[src/pin_select_pkg.sv]
// Purpose: Constants for the shared-pin function selector.
// Assumes: One system clock, synchronous active-low reset.
// Notes: Register offsets are word indices on the plain register port.
//
// Summary of operation
// - Port data read gives pin level when direction is 0, else output latch.
// - A peripheral output drives its pin regardless of the direction bit.
// - Port-0 pin 6 is analog channel 1 on input, channel 001, group 0.
// - Port-0 pin 7 is analog channel 0 on input, channel 000, group 0.
// - Port-1 pin 0 is analog channel 8 on input, channel 100, group 1.
// - Port-1 pin 1 is analog channel 9 on input, channel 101, group 1.
// - Port-1 pin 2 is analog channel 10 on input, channel 110, group 1.
// - Port-1 pin 3 is analog channel 11 on input, channel 111, group 1.
// - Port-0 pins 4 to 7 pulled up as inputs when pull-up bit one set.
// - Port-1 pins 0 to 3 pulled up as inputs when pull-up bit two set.
// - Port-1 pins 4 to 7 pulled up as inputs when pull-up bit three set.
// - Serial transmit pin drives only low when open-drain select is set.
// - Port-1 pin 6 feeds serial external clock on input with clock source 1.
// - Port-1 pin 6 outputs serial internal clock in mode 001, clock source 0.
package pin_select_pkg;
    localparam int ADDR_W = 4;
    localparam int DATA_W = 8;
    // Register indices
    localparam logic [3:0] OFF_PORT0_DATA = 4'h0;
    localparam logic [3:0] OFF_PORT1_DATA = 4'h1;
    localparam logic [3:0] OFF_PORT0_DIR = 4'h2;
    localparam logic [3:0] OFF_PORT1_DIR = 4'h3;
    localparam logic [3:0] OFF_CONV_CTRL = 4'h4;
    localparam logic [3:0] OFF_KEY_EN = 4'h5;
    localparam logic [3:0] OFF_PULLUP = 4'h6;
    localparam logic [3:0] OFF_SER_MODE = 4'h7;
    localparam logic [3:0] OFF_SER_CTRL = 4'h8;
    localparam logic [3:0] OFF_TMR_PIN = 4'h9;
    localparam logic [3:0] OFF_TMR_MODE = 4'hA;
    localparam logic [3:0] OFF_IRQ_EN = 4'hB;
    // Field positions
    localparam int CONV_CH_LSB = 0;
    localparam int CONV_GRP_BIT = 4;
    localparam int PU_ONE_BIT = 1;
    localparam int PU_TWO_BIT = 2;
    localparam int PU_THREE_BIT = 3;
    localparam int SER_MODE_LSB = 0;
    localparam int SER_CKSRC_BIT = 3;
    localparam int SER_OD_BIT = 5;
    localparam int TMR_SEL_BIT = 0;
    localparam int TMR_PROT_BIT = 2;
    localparam int TMR_MODE_LSB = 0;
    localparam int IRQ_ONE_BIT = 1;
    // Field values
    localparam logic [2:0] TMR_MODE_PULSE = 3'h1;
    localparam logic [2:0] SER_MODE_SYNC = 3'h1;
    localparam logic [2:0] SER_MODE_A7 = 3'h4;
    localparam logic [2:0] SER_MODE_A8 = 3'h5;
    localparam logic [2:0] SER_MODE_A9 = 3'h6;
    localparam logic [7:0] REG_RESET = 8'h00;
endpackage : pin_select_pkg

[src/pin_sync3.sv]
// Purpose: Three-stage synchroniser with agreement filter for pin inputs.
// Assumes: Inputs are asynchronous to sys_clk.
// Notes: Output changes once stages two and three agree.
`timescale 1ns/10ps
module pin_sync3 #(
    parameter int WIDTH = 8
) (
    // Clock and reset
    input wire logic sys_clk,
    input wire logic resetn,
    // Data
    input wire logic [WIDTH-1:0] async_in,
    output logic [WIDTH-1:0] sync_out
);
    logic [WIDTH-1:0] s1_reg, s2_reg, s3_reg, out_reg;
    logic [WIDTH-1:0] out_next;

    // Accept a level only where the last two stages agree
    always_comb begin
        out_next = out_reg;
        for (int i = 0; i < WIDTH; i++) begin
            if (s2_reg[i] == s3_reg[i]) begin
                out_next[i] = s3_reg[i];
            end
        end
    end

    // Shift chain
    always_ff @(posedge sys_clk) begin
        if (!resetn) begin
            s1_reg <= '0;
            s2_reg <= '0;
            s3_reg <= '0;
            out_reg <= '0;
        end else begin
            s1_reg <= async_in;
            s2_reg <= s1_reg;
            s3_reg <= s2_reg;
            out_reg <= out_next;
        end
    end

    assign sync_out = out_reg;
endmodule : pin_sync3

[src/port_pin_function_select.sv]
// Purpose: Function select for port-0 pins 6,7 and port-1 pins 0..7.
// Assumes: Plain register port, read data one cycle after read strobe.
// Notes: Pins are split into input, output and output enable signals.
//
// Strobed register access and the placing of the registers were left to the implementer.
`timescale 1ns/10ps
module port_pin_function_select (
    // Clock and reset
    input wire logic sys_clk,
    input wire logic resetn,
    // Register port
    input wire logic [pin_select_pkg::ADDR_W-1:0] reg_addr,
    input wire logic [pin_select_pkg::DATA_W-1:0] reg_wdata,
    input wire logic reg_write,
    input wire logic reg_read,
    output logic [pin_select_pkg::DATA_W-1:0] reg_rdata,
    // Port 0 pins (bits 6 and 7 are shared here)
    input wire logic [7:0] port0_pin_in,
    output logic [7:0] port0_pin_out,
    output logic [7:0] port0_pin_oe,
    output logic [7:0] port0_pullup,
    // Port 1 pins
    input wire logic [7:0] port1_pin_in,
    output logic [7:0] port1_pin_out,
    output logic [7:0] port1_pin_oe,
    output logic [7:0] port1_pullup,
    // Analog routing, one bit per channel 0..11
    output logic [11:0] analog_route,
    // Key-interrupt inputs
    output logic [3:0] key_input,
    // Serial unit
    input wire logic serial_transmit,
    input wire logic serial_clock_out,
    output logic serial_receive,
    output logic serial_clock_in,
    // Timer and external interrupt
    input wire logic timer_pulse,
    output logic timer_input,
    output logic ext_irq_one
);
    import pin_select_pkg::*;

    ////////////////////////////////////////////////////////////////////
    // Register file
    // Port latches and direction bits
    logic [7:0] port0_latch_reg;
    logic [7:0] port1_latch_reg;
    logic [7:0] port0_direction_reg;
    logic [7:0] port1_direction_reg;
    // Control registers of the units that share these pins
    logic [7:0] converter_control_zero_reg;
    logic [7:0] key_input_enable_reg;
    logic [7:0] pullup_control_first_reg;
    logic [7:0] serial_mode_reg;
    logic [7:0] serial_control_reg;
    logic [7:0] timer_pin_control_reg;
    logic [7:0] timer_mode_reg;
    logic [7:0] ext_irq_enable_reg;
    // Read data, registered so that it stands only in the cycle after the strobe
    logic [7:0] rdata_reg;
    logic [7:0] rdata_next;
    // Pin levels after the synchroniser
    logic [7:0] p0_sync;
    logic [7:0] p1_sync;

    // Pin levels are asynchronous: filter both ports before any decode reads them
    pin_sync3 #(.WIDTH(8)) sync0 (
        .sys_clk(sys_clk),
        .resetn(resetn),
        .async_in(port0_pin_in),
        .sync_out(p0_sync)
    );
    pin_sync3 #(.WIDTH(8)) sync1 (
        .sys_clk(sys_clk),
        .resetn(resetn),
        .async_in(port1_pin_in),
        .sync_out(p1_sync)
    );

    // Read value of a port: pin level on inputs, latch on outputs
    function automatic logic [7:0] port_read(input logic [7:0] dir, input logic [7:0] latch,
                                             input logic [7:0] pin);
        port_read = (dir & latch) | (~dir & pin);
    endfunction : port_read

    // Analog route of one pin: only while its driver is off and group plus channel match
    function automatic logic analog_hit(input logic dir_bit, input logic [3:0] sel,
                                        input logic [3:0] code);
        analog_hit = !dir_bit && (sel == code);
    endfunction : analog_hit

    // Read mux
    always_comb begin
        rdata_next = 8'h00;
        if (reg_read) begin
            unique case (reg_addr)
                OFF_PORT0_DATA: rdata_next = port_read(port0_direction_reg, port0_latch_reg, p0_sync);
                OFF_PORT1_DATA: rdata_next = port_read(port1_direction_reg, port1_latch_reg, p1_sync);
                OFF_PORT0_DIR: rdata_next = port0_direction_reg;
                OFF_PORT1_DIR: rdata_next = port1_direction_reg;
                OFF_CONV_CTRL: rdata_next = converter_control_zero_reg;
                OFF_KEY_EN: rdata_next = key_input_enable_reg;
                OFF_PULLUP: rdata_next = pullup_control_first_reg;
                OFF_SER_MODE: rdata_next = serial_mode_reg;
                OFF_SER_CTRL: rdata_next = serial_control_reg;
                OFF_TMR_PIN: rdata_next = timer_pin_control_reg;
                OFF_TMR_MODE: rdata_next = timer_mode_reg;
                OFF_IRQ_EN: rdata_next = ext_irq_enable_reg;
                default: rdata_next = 8'h00;
            endcase
        end
    end

    // Register writes and read data
    always_ff @(posedge sys_clk) begin
        if (!resetn) begin
            port0_latch_reg <= REG_RESET;
            port1_latch_reg <= REG_RESET;
            port0_direction_reg <= REG_RESET;
            port1_direction_reg <= REG_RESET;
            converter_control_zero_reg <= REG_RESET;
            key_input_enable_reg <= REG_RESET;
            pullup_control_first_reg <= REG_RESET;
            serial_mode_reg <= REG_RESET;
            serial_control_reg <= REG_RESET;
            timer_pin_control_reg <= REG_RESET;
            timer_mode_reg <= REG_RESET;
            ext_irq_enable_reg <= REG_RESET;
            rdata_reg <= 8'h00;
        end else begin
            rdata_reg <= rdata_next;
            if (reg_write) begin
                unique case (reg_addr)
                    OFF_PORT0_DATA: port0_latch_reg <= reg_wdata;
                    OFF_PORT1_DATA: port1_latch_reg <= reg_wdata;
                    OFF_PORT0_DIR: port0_direction_reg <= reg_wdata;
                    OFF_PORT1_DIR: port1_direction_reg <= reg_wdata;
                    OFF_CONV_CTRL: converter_control_zero_reg <= reg_wdata;
                    OFF_KEY_EN: key_input_enable_reg <= reg_wdata;
                    OFF_PULLUP: pullup_control_first_reg <= reg_wdata;
                    OFF_SER_MODE: serial_mode_reg <= reg_wdata;
                    OFF_SER_CTRL: serial_control_reg <= reg_wdata;
                    OFF_TMR_PIN: timer_pin_control_reg <= reg_wdata;
                    OFF_TMR_MODE: timer_mode_reg <= reg_wdata;
                    OFF_IRQ_EN: ext_irq_enable_reg <= reg_wdata;
                    default: ;
                endcase
            end
        end
    end

    ////////////////////////////////////////////////////////////////////
    // Decoded control fields
    logic [2:0] conv_ch;
    logic [2:0] ser_mode;
    logic [2:0] tmr_mode;
    logic [3:0] conv_sel;
    logic conv_grp;
    logic ser_cksrc;
    logic open_drain_select;
    logic timer_pin_select;
    logic timer_output_protect;
    logic tx_active;
    logic clk_out_active;
    logic timer_pulse_on;

    assign conv_ch = converter_control_zero_reg[CONV_CH_LSB +: 3];
    assign conv_grp = converter_control_zero_reg[CONV_GRP_BIT];
    assign conv_sel = {conv_grp, conv_ch};
    assign ser_mode = serial_mode_reg[SER_MODE_LSB +: 3];
    assign ser_cksrc = serial_mode_reg[SER_CKSRC_BIT];
    assign open_drain_select = serial_control_reg[SER_OD_BIT];
    assign timer_pin_select = timer_pin_control_reg[TMR_SEL_BIT];
    assign timer_output_protect = timer_pin_control_reg[TMR_PROT_BIT];
    assign tmr_mode = timer_mode_reg[TMR_MODE_LSB +: 3];
    assign tx_active = (ser_mode == SER_MODE_SYNC) || (ser_mode == SER_MODE_A7)
                       || (ser_mode == SER_MODE_A8) || (ser_mode == SER_MODE_A9);
    assign clk_out_active = (ser_mode == SER_MODE_SYNC) && !ser_cksrc;
    assign timer_pulse_on = (tmr_mode == TMR_MODE_PULSE) && !timer_output_protect;

    ////////////////////////////////////////////////////////////////////
    // Pin function decode
    // Next pin-side values
    logic [7:0] p0_out_next;
    logic [7:0] p0_oe_next;
    logic [7:0] p1_out_next;
    logic [7:0] p1_oe_next;
    logic [7:0] p0_pu_next;
    logic [7:0] p1_pu_next;
    logic [11:0] analog_next;
    logic [3:0] key_next;
    logic rx_next;
    logic ckin_next;
    logic tin_next;
    logic irq_next;
    logic tpin;
    // Registered pin-side values, so every output leaves from a flip-flop
    logic [7:0] out_reg0;
    logic [7:0] oe_reg0;
    logic [7:0] out_reg1;
    logic [7:0] oe_reg1;
    logic [7:0] pu_reg0;
    logic [7:0] pu_reg1;
    logic [11:0] analog_reg;
    logic [3:0] key_reg;
    logic rx_reg;
    logic ckin_reg;
    logic tin_reg;
    logic irq_reg;

    // Plain port behaviour, then peripheral overrides
    always_comb begin
        p0_out_next = port0_latch_reg;
        p0_oe_next = port0_direction_reg;
        p1_out_next = port1_latch_reg;
        p1_oe_next = port1_direction_reg;
        analog_next = 12'h000;
        // Analog channels on inputs
        analog_next[1] = analog_hit(port0_direction_reg[6], conv_sel, 4'h1);
        analog_next[0] = analog_hit(port0_direction_reg[7], conv_sel, 4'h0);
        analog_next[8] = analog_hit(port1_direction_reg[0], conv_sel, 4'hC);
        analog_next[9] = analog_hit(port1_direction_reg[1], conv_sel, 4'hD);
        analog_next[10] = analog_hit(port1_direction_reg[2], conv_sel, 4'hE);
        analog_next[11] = analog_hit(port1_direction_reg[3], conv_sel, 4'hF);
        key_next = ~port1_direction_reg[3:0] & key_input_enable_reg[3:0] & p1_sync[3:0];
        // Serial transmit overrides direction, optionally open drain
        if (tx_active) begin
            if (open_drain_select) begin
                p1_out_next[4] = 1'b0;
                p1_oe_next[4] = !serial_transmit;
            end else begin
                p1_out_next[4] = serial_transmit;
                p1_oe_next[4] = 1'b1;
            end
        end
        rx_next = p1_sync[5];
        // Serial clock pin
        if (clk_out_active) begin
            p1_out_next[6] = serial_clock_out;
            p1_oe_next[6] = 1'b1;
        end
        ckin_next = !port1_direction_reg[6] && ser_cksrc && p1_sync[6];
        // Timer pin on 5 when select is 1, on 7 when select is 0
        tpin = timer_pin_select ? p1_sync[5] : p1_sync[7];
        if (timer_pulse_on) begin
            if (timer_pin_select) begin
                p1_out_next[5] = timer_pulse;
                p1_oe_next[5] = 1'b1;
            end else begin
                p1_out_next[7] = timer_pulse;
                p1_oe_next[7] = 1'b1;
            end
            tin_next = 1'b0;
        end else begin
            tin_next = timer_pin_select ? (!port1_direction_reg[5] && tpin)
                                        : (!port1_direction_reg[7] && tpin);
        end
        irq_next = ext_irq_enable_reg[IRQ_ONE_BIT] && tin_next;
        // Pull-ups only on pins that are not driven
        p0_pu_next = 8'h00;
        p1_pu_next = 8'h00;
        p0_pu_next[7:4] = {4{pullup_control_first_reg[PU_ONE_BIT]}} & ~p0_oe_next[7:4];
        p1_pu_next[3:0] = {4{pullup_control_first_reg[PU_TWO_BIT]}} & ~p1_oe_next[3:0];
        p1_pu_next[7:4] = {4{pullup_control_first_reg[PU_THREE_BIT]}} & ~p1_oe_next[7:4];
    end

    // Register all pin-side outputs
    always_ff @(posedge sys_clk) begin
        if (!resetn) begin
            out_reg0 <= 8'h00;
            oe_reg0 <= 8'h00;
            out_reg1 <= 8'h00;
            oe_reg1 <= 8'h00;
            pu_reg0 <= 8'h00;
            pu_reg1 <= 8'h00;
            analog_reg <= 12'h000;
            key_reg <= 4'h0;
            rx_reg <= 1'b0;
            ckin_reg <= 1'b0;
            tin_reg <= 1'b0;
            irq_reg <= 1'b0;
        end else begin
            out_reg0 <= p0_out_next;
            oe_reg0 <= p0_oe_next;
            out_reg1 <= p1_out_next;
            oe_reg1 <= p1_oe_next;
            pu_reg0 <= p0_pu_next;
            pu_reg1 <= p1_pu_next;
            analog_reg <= analog_next;
            key_reg <= key_next;
            rx_reg <= rx_next;
            ckin_reg <= ckin_next;
            tin_reg <= tin_next;
            irq_reg <= irq_next;
        end
    end

    assign reg_rdata = rdata_reg;
    assign port0_pin_out = out_reg0;
    assign port0_pin_oe = oe_reg0;
    assign port0_pullup = pu_reg0;
    assign port1_pin_out = out_reg1;
    assign port1_pin_oe = oe_reg1;
    assign port1_pullup = pu_reg1;
    assign analog_route = analog_reg;
    assign key_input = key_reg;
    assign serial_receive = rx_reg;
    assign serial_clock_in = ckin_reg;
    assign timer_input = tin_reg;
    assign ext_irq_one = irq_reg;
endmodule : port_pin_function_select

[config.mk]
export PLATFORM = sky130hd
export DESIGN_NAME = port_pin_function_select
export DESIGN_NICKNAME = d
export VERILOG_FILES = /design/src/pin_select_pkg.sv /design/src/pin_sync3.sv /design/src/port_pin_function_select.sv
export SDC_FILE = /design/constraint.sdc
export NUM_CORES = 1
export LEC_CHECK = 0
export BUFFER_PORTS_ARGS = -buffer_cell sky130_fd_sc_hd__buf_4
export CAP_MARGIN = 20
export CORE_MARGIN = 4
export CORE_UTILIZATION = 35
export CTS_CLUSTER_DIAMETER = 50
export DETAILED_ROUTE_END_ITERATION = 7
export GPL_ROUTABILITY_DRIVEN = 0
export PLACE_DENSITY = 0.52
export SETUP_SLACK_MARGIN = 0.05
export SYNTH_ARGS = -nofsm -noshare
export SYNTH_HDL_FRONTEND = slang
export SYNTH_SLANG_ARGS = --single-unit
[constraint.sdc]
create_clock -name sys_clk -period 4.15 [get_ports sys_clk]
set_clock_uncertainty 0.1 [all_clocks]
set_input_delay 0.415 -clock sys_clk [delete_from_list [all_inputs] [get_ports sys_clk]]
set_output_delay 0.415 -clock sys_clk [all_outputs]
set_load 0.005 [all_outputs]
==> results of run 1 <==
==> synthesized netlist by cell type (3+ instances only) <==
cell type,instances
a31oi_1,6
buf_6,5
o32ai_1,6
nor2b_1,8
nand2b_1,6
dfxtp_1,226
a22o_1,5
nor2_1,67
nand2_1,88
o2bb2ai_1,3
buf_4,12
o22ai_1,3
a21oi_1,85
a211oi_1,4
nand3b_1,10
buf_1,4
o21ai_0,71
nor3b_1,6
and3_1,6
mux2i_1,71
inv_1,4
buf_2,12
mux2_2,4
and2_1,75
nor3_1,16
nand4b_1,5
clkbuf_1,41
nand3_1,13
==> how the worst max path moves through the flow <==
stage,from,endpoint,slack (ns),depth (start not counted)
after global routing,reg_addr[0],serial_mode_reg[5],2.00,5
after global placement,reg_addr[1],p0_oe_next[4],1.70,6
after floorplan,reg_addr[3],port1_latch_reg[7],2.47,6
after CTS,reg_addr[0],serial_mode_reg[1],2.23,5
final,reg_addr[0],serial_mode_reg[7],2.16,5
after detailed placement,reg_addr[0],serial_mode_reg[2],1.67,5
==> tightest hold or removal path, cell delays in order <==
cell and delay (ns):
buf_4 0.09, mux2i_1 0.06, nor2_1 0.07
==> power by group through the flow <==
stage	sequential (mW)	combinational, mW	clock (mW)
final	2.23	0.233	2.51
after global routing	2.23	0.253	2.68
after CTS	2.23	0.233	2.58
after detailed placement	2.27	0.220	0
after global placement	2.27	0.220	0
after floorplan	2.27	0.149	0
==> area by class of cell <==
cell class	count	area, um^2	area share, %
flip-flops and latches	226	4524	43.02
well taps	319	399.1	3.795
clock buffers	35	798.3	7.590
clock inverters	16	188.9	1.796
multi-input cells	604	3631	34.52
inverters	5	20.02	0.1903
repair buffers	120	955.9	9.089
==> logic make-up (layout without fill, tap and decap cells) <==
| kind of cell | Yosys count | after routing | share of synthesized area (%) |
|---|---|---|---|
| AND/OR/NAND/NOR | 321 | 321 | 20.22 |
| flip-flops | 226 | 226 | 53.13 |
| AO/OA/AOI/OAI | 198 | 198 | 13.11 |
| buffers and inverters | 79 | 176 | 4.628 |
| multiplexers | 75 | 75 | 8.874 |
| other | 1 | 10 | 0.04404 |
==> metrics by stage <==
stage | hold slack [ns] | setup slack [ns] | utilization [%] | power [mW]
after floorplan | 0.3119 | 2.468 | - | 2.415
after CTS | 0.01273 | 2.229 | 44.41 | 5.036
after detailed placement | 0.3179 | 1.666 | 39.52 | 2.494
after global routing | 0.04673 | 2.000 | 44.41 | 5.161
after global placement | 0.3150 | 1.696 | 39.52 | 2.494
final | 0.02464 | 2.163 | 44.41 | 4.974
==> layer usage <==
metal  global-route usage, %  wire length, um  up-vias
met5                       0                0        -
li1                        -                -     3270
met2                   29.26            11400      231
met3                   2.660             1583       56
met4                   7.549              953        0
met1                   24.69            10740     3163
==> cells in the final DEF, fill, tap and decap left out, drive strengths merged, types with 3 or more instances in the layout <==
master	n
dfxtp	226
o2bb2ai	3
clkinvlp	3
nor2	68
o21ai	71
inv	11
and3	6
o32ai	6
mux2i	71
a211oi	4
dlygate4sd3	17
nand3	15
nand3b	12
mux2	4
nand2b	6
a22o	5
a31oi	6
clkbuf	35
nor3	18
and2	75
conb	10
nor2b	8
nand2	89
clkinv	5
nor3b	6
o22ai	3
a21oi	85
buf	103
nor4b	3
nand4b	5
==> results.ini, run 1 <==
[grt]
antenna_found_initial = 0
grt_pass1_wl_mm = 38.07
grt_pass1_vias = 6426
grt-ovfl-total = 0
grt_use_total_pct = 18.24
grt_max_degree = 81

[power_and_ir_drop]
p_comb_share_pct = 4.7
p_seq_share_pct = 44.8
p_int_mw = 3.807
swShare_pct = 23.46
p_leak_nw = 4.086
pwr-share-clk_pct = 50.5
ir_worst_vdd_mv = 0.2574
p_switching_mw = 1.167
power.density_nw_per_um2 = 473.0

[worst_setup_path]
cpMostUsedCell = nand2_1
worstRegToRegCells = 4
r2r-end = reg_rdata[7]
end_kind = flop
path_cells = buf_4, nand2_1, nor2_1, nand2_1, a21oi_1
path_buf_inv = 1
critical-path-top-delay-family = simple AND/OR/NAND/NOR gates
worstPathRequired_ns = 4.52
reg2reg_from = p0_oe_next[7]
slowest_stage = nor2_1
cpPeakStageDelay_ns = 0.68
start_kind = input port
crit_fanout = 49
setup.worst_path.class = input port to flop
arrival_ns = 2.35
reg2reg_slack_ns = 2.41

[detailed_routing]
drtIter0Drc = 433
antenna_left = 0
post-route-drc-count = 0
firstDrtPassIters = 5
wl_mm = 24.68
post_drt_wl_per_cell_um = 18.63
viasPerCell = 5.072
num_vias = 6720

[min_path]
min_from = timer_pulse
hold_path_class = input port to flop
hold_depth = 3
min_to = port1_pin_out[7]

[job]
drv_cap = 0

[logic_synthesis]
async_flop_share_pct = 0
synth_area_um2 = 8516
synth-main-ff-cell = dfxtp_1
synth_edf_count = 0
netlist_top_cells_area = dfxtp_1, mux2i_1, and2_1
ys_seq_area_share_pct = 53.13
synth_warnings = 0
avgSynthCellArea_um2 = 9.462
ys_ff_latch = 226
synth_top_area_share_pct = 53.13
netlist_instances = 900
synth_cell_types = 57
yosysTopAreaCell = dfxtp_1

[final_layout]
final_cells = 1325
area_growth_syn_to_layout_pct = 23.51
layout-drive-gt1-share_pct = 16.80
antenna-diode-count = 0
nets = 1021
stdcell_area_um2 = 10520
fillerInstances = 2338

[place]
dpl.hpwl_mm = 16.22
place_inst = 1257
postPlaceCellArea_um2 = 9360
port_buffers = 100

[sta]
tns_ns = 0
period_needed_ns = 1.987
tightest_slew_ns = 0.7952
rsz0062_at_grt = false
slew_viol_final = 0
setup_viol = 0
period_share_pct = 47.87
slew_headroom_pct = 46.75
fmaxAchievable_mhz = 503.4
hold_viol_final = 0

[clock_tree]
clock_latency_ns = 0.54
cts_tree = built
cts_max_level = 1
path_clk_slew_ns = 0.05
clockRootBuffer = clkbuf_16
postCtsHoldBufs = 17
cts_repair_resize_count = 0
cts_buffers = 29
post_cts_buffers = 0
cts_sinks = 226
clockBufferDepth = 3

[die]
design.core.area_um2 = 23680
start_util_pct = 35.96
die_w_um = 164.0
dieArea_um2 = 26890
die_h_um = 164.0
ios = 111
placementRows = 56

[status]
outcome = finished, final reports clean

No activity file was read; power rests on OpenSTA's default activity.
==> run 2: changes to the inputs <==
==> constraint.sdc (replaced) <==
create_clock -name sys_clk -period 1.85 [get_ports sys_clk]
set_clock_uncertainty 0.1 [all_clocks]
set_input_delay 0.185 -clock sys_clk [delete_from_list [all_inputs] [get_ports sys_clk]]
set_output_delay 0.185 -clock sys_clk [all_outputs]
set_load 0.005 [all_outputs]
==> results.ini, run 2 (same netlist as run 1, synthesis figures left out) <==
[final_layout]
nets = 1090  ; +6.8%
utilization_pct = 46.82  ; +2.4 points
layout-drive-gt1-share_pct = 20.65  ; +3.9 points
regArea_um2 = 4524  ; unchanged
fillerInstances = 2344  ; +0.26%
final_cell_mix = dfxtp_1, buf_4, nand2_1, a21oi_1, and2_1
area_growth_syn_to_layout_pct = 30.22
multiInputGateArea_um2 = 3631  ; unchanged
stdcell_area_um2 = 11090  ; +5.4%
final_cells = 1394  ; +5.2%
antenna-diode-count = 0  ; unchanged
final_common_cell = dfxtp_1

[grt]
top_usage_layer = met2
grt_pass1_wl_mm = 38.80  ; +1.9%
antenna_found_initial = 0  ; unchanged
use_met2_pct = 29.99  ; +0.73 points
use_met3_pct = 3.112  ; +0.45 points
grt_pass1_vias = 6510  ; +1.3%
grt-ovfl-total = 0  ; unchanged
use_met1_pct = 26.18  ; +1.5 points
grt_max_degree = 55  ; -32%
grt_use_total_pct = 18.94  ; +0.70 points

[sta]
rsz0062_at_grt = false
period_needed_ns = 1.476
slew_viol_final = 0  ; unchanged
tns_ns = 0  ; unchanged
hold_viol_final = 0  ; unchanged
fmaxAchievable_mhz = 677.4
slew_headroom_pct = 66.58  ; +20 points
tightest_slew_ns = 0.5001  ; -0.2951 ns
period_share_pct = 79.79
setup_viol = 0  ; unchanged

[power_and_ir_drop]
swShare_pct = 21.99  ; -1.5 points
p_comb_share_pct = 5.4  ; +0.7 points
pwr-share-clk_pct = 50.3  ; -0.2 points
p_switching_mw = 2.481  ; +110%
p_seq_share_pct = 44.3  ; -0.5 points
power.density_nw_per_um2 = 1017  ; +120%
total_power_mw = 11.28  ; +130%
ir_worst_vdd_mv = 0.5616  ; +120%
p_leak_nw = 4.434  ; +8.5%
p_int_mw = 8.799  ; +130%

[detailed_routing]
post_drt_wl_per_cell_um = 18.72  ; +0.50%
drtIter0Drc = 556  ; +28%
wl_mm = 26.09  ; +5.7%
num_vias = 6981  ; +3.9%
firstDrtPassIters = 5  ; unchanged
antenna_left = 0  ; unchanged
post-route-drc-count = 0  ; unchanged
viasPerCell = 5.008  ; -1.3%

[die]
die_h_um = 164.0  ; unchanged
ios = 111  ; unchanged
die_w_um = 164.0  ; unchanged
start_util_pct = 35.96  ; unchanged
dieArea_um2 = 26890  ; unchanged
placementRows = 56  ; unchanged
design.core.area_um2 = 23680  ; unchanged

[worst_setup_path]
arrival_ns = 1.80  ; -0.55 ns
setup.worst_path.class = flop to flop
end_kind = flop
worstPathRequired_ns = 2.18  ; -2.34 ns
crit_fanout = 3  ; -94%
start_kind = flop

[clock_tree]
clock_latency_ns = 0.53  ; about the same
clockBufferDepth = 3  ; unchanged
clockRootBuffer = clkbuf_16
cts_sinks = 226  ; unchanged
postCtsHoldBufs = 28  ; +11
post_cts_buffers = 0  ; unchanged
cts_max_level = 1  ; unchanged
path_clk_slew_ns = 0.06  ; about the same
cts_buffers = 28  ; -3.4%
cts_tree = built
cts_repair_resize_count = 0  ; unchanged

[status]
outcome = finished, final reports clean

[place]
place_inst = 1316  ; +4.7%
postPlaceCellArea_um2 = 9828  ; +5.0%
dpl.hpwl_mm = 18.53  ; +14%
port_buffers = 100  ; unchanged

[min_path]
hold_path_class = input port to flop

[job]
drv_cap = 0  ; unchanged

run 2: worst max-delay path, cell delays in order (launching register included):
cell     delay (ns)
dfxtp_1        0.34
nor4b_2        0.37
nor2b_1        0.30
mux2i_1        0.21
nor2_1         0.05
run 2: power by group through the flow:
stage | Sequential [mW] | Clock (mW) | Combinational [mW]
finish | 5.00 | 5.67 | 0.611
global route | 5.00 | 6.00 | 0.656
CTS | 4.99 | 5.80 | 0.609
detailed placement | 5.10 | 0 | 0.561
global placement | 5.10 | 0 | 0.560
floorplan | 5.08 | 0 | 0.335
run 2: final timing paths:
kind	startpoint	to	slack [ns]	cells after the start
setup / recovery	timer_mode_reg[2]	port1_pin_out[7]	0.37	4
hold / removal	reg_read	reg_rdata[7]	0.03	4
setup reg to reg	timer_mode_reg[2]	port1_pin_out[7]	0.37	4
hold reg to reg	sync1.s1_reg[3]	sync1.s2_reg[3]	0.33	1
run 2: area by class of cell:
class / instances / share of cell area, %
inverter: 5 / 0.1805
tap: 319 / 3.599
multi-input combinational: 604 / 32.74
clock inverter: 11 / 1.602
sequential: 226 / 40.80
clock buffer: 39 / 7.244
timing repair buffer: 190 / 13.83
run 2: metal layers:
layer	share of wire, %	vias up
li1	-	3396
met1	45	3268
met2	45	256
met3	7.1	61
met4	3.2	0
met5	0	-
run 2: through the flow:
| step | hold WS (ns) | worst slack [ns] |
|---|---|---|
| CTS | 0.004157 | 0.3650 |
| global placement | 0.2973 | 0.1798 |
| floorplan | 0.2123 | 0.3975 |
| finish | 0.02592 | 0.3738 |
| global route | 0.04603 | 0.2378 |
| detailed placement | 0.2966 | 0.1588 |
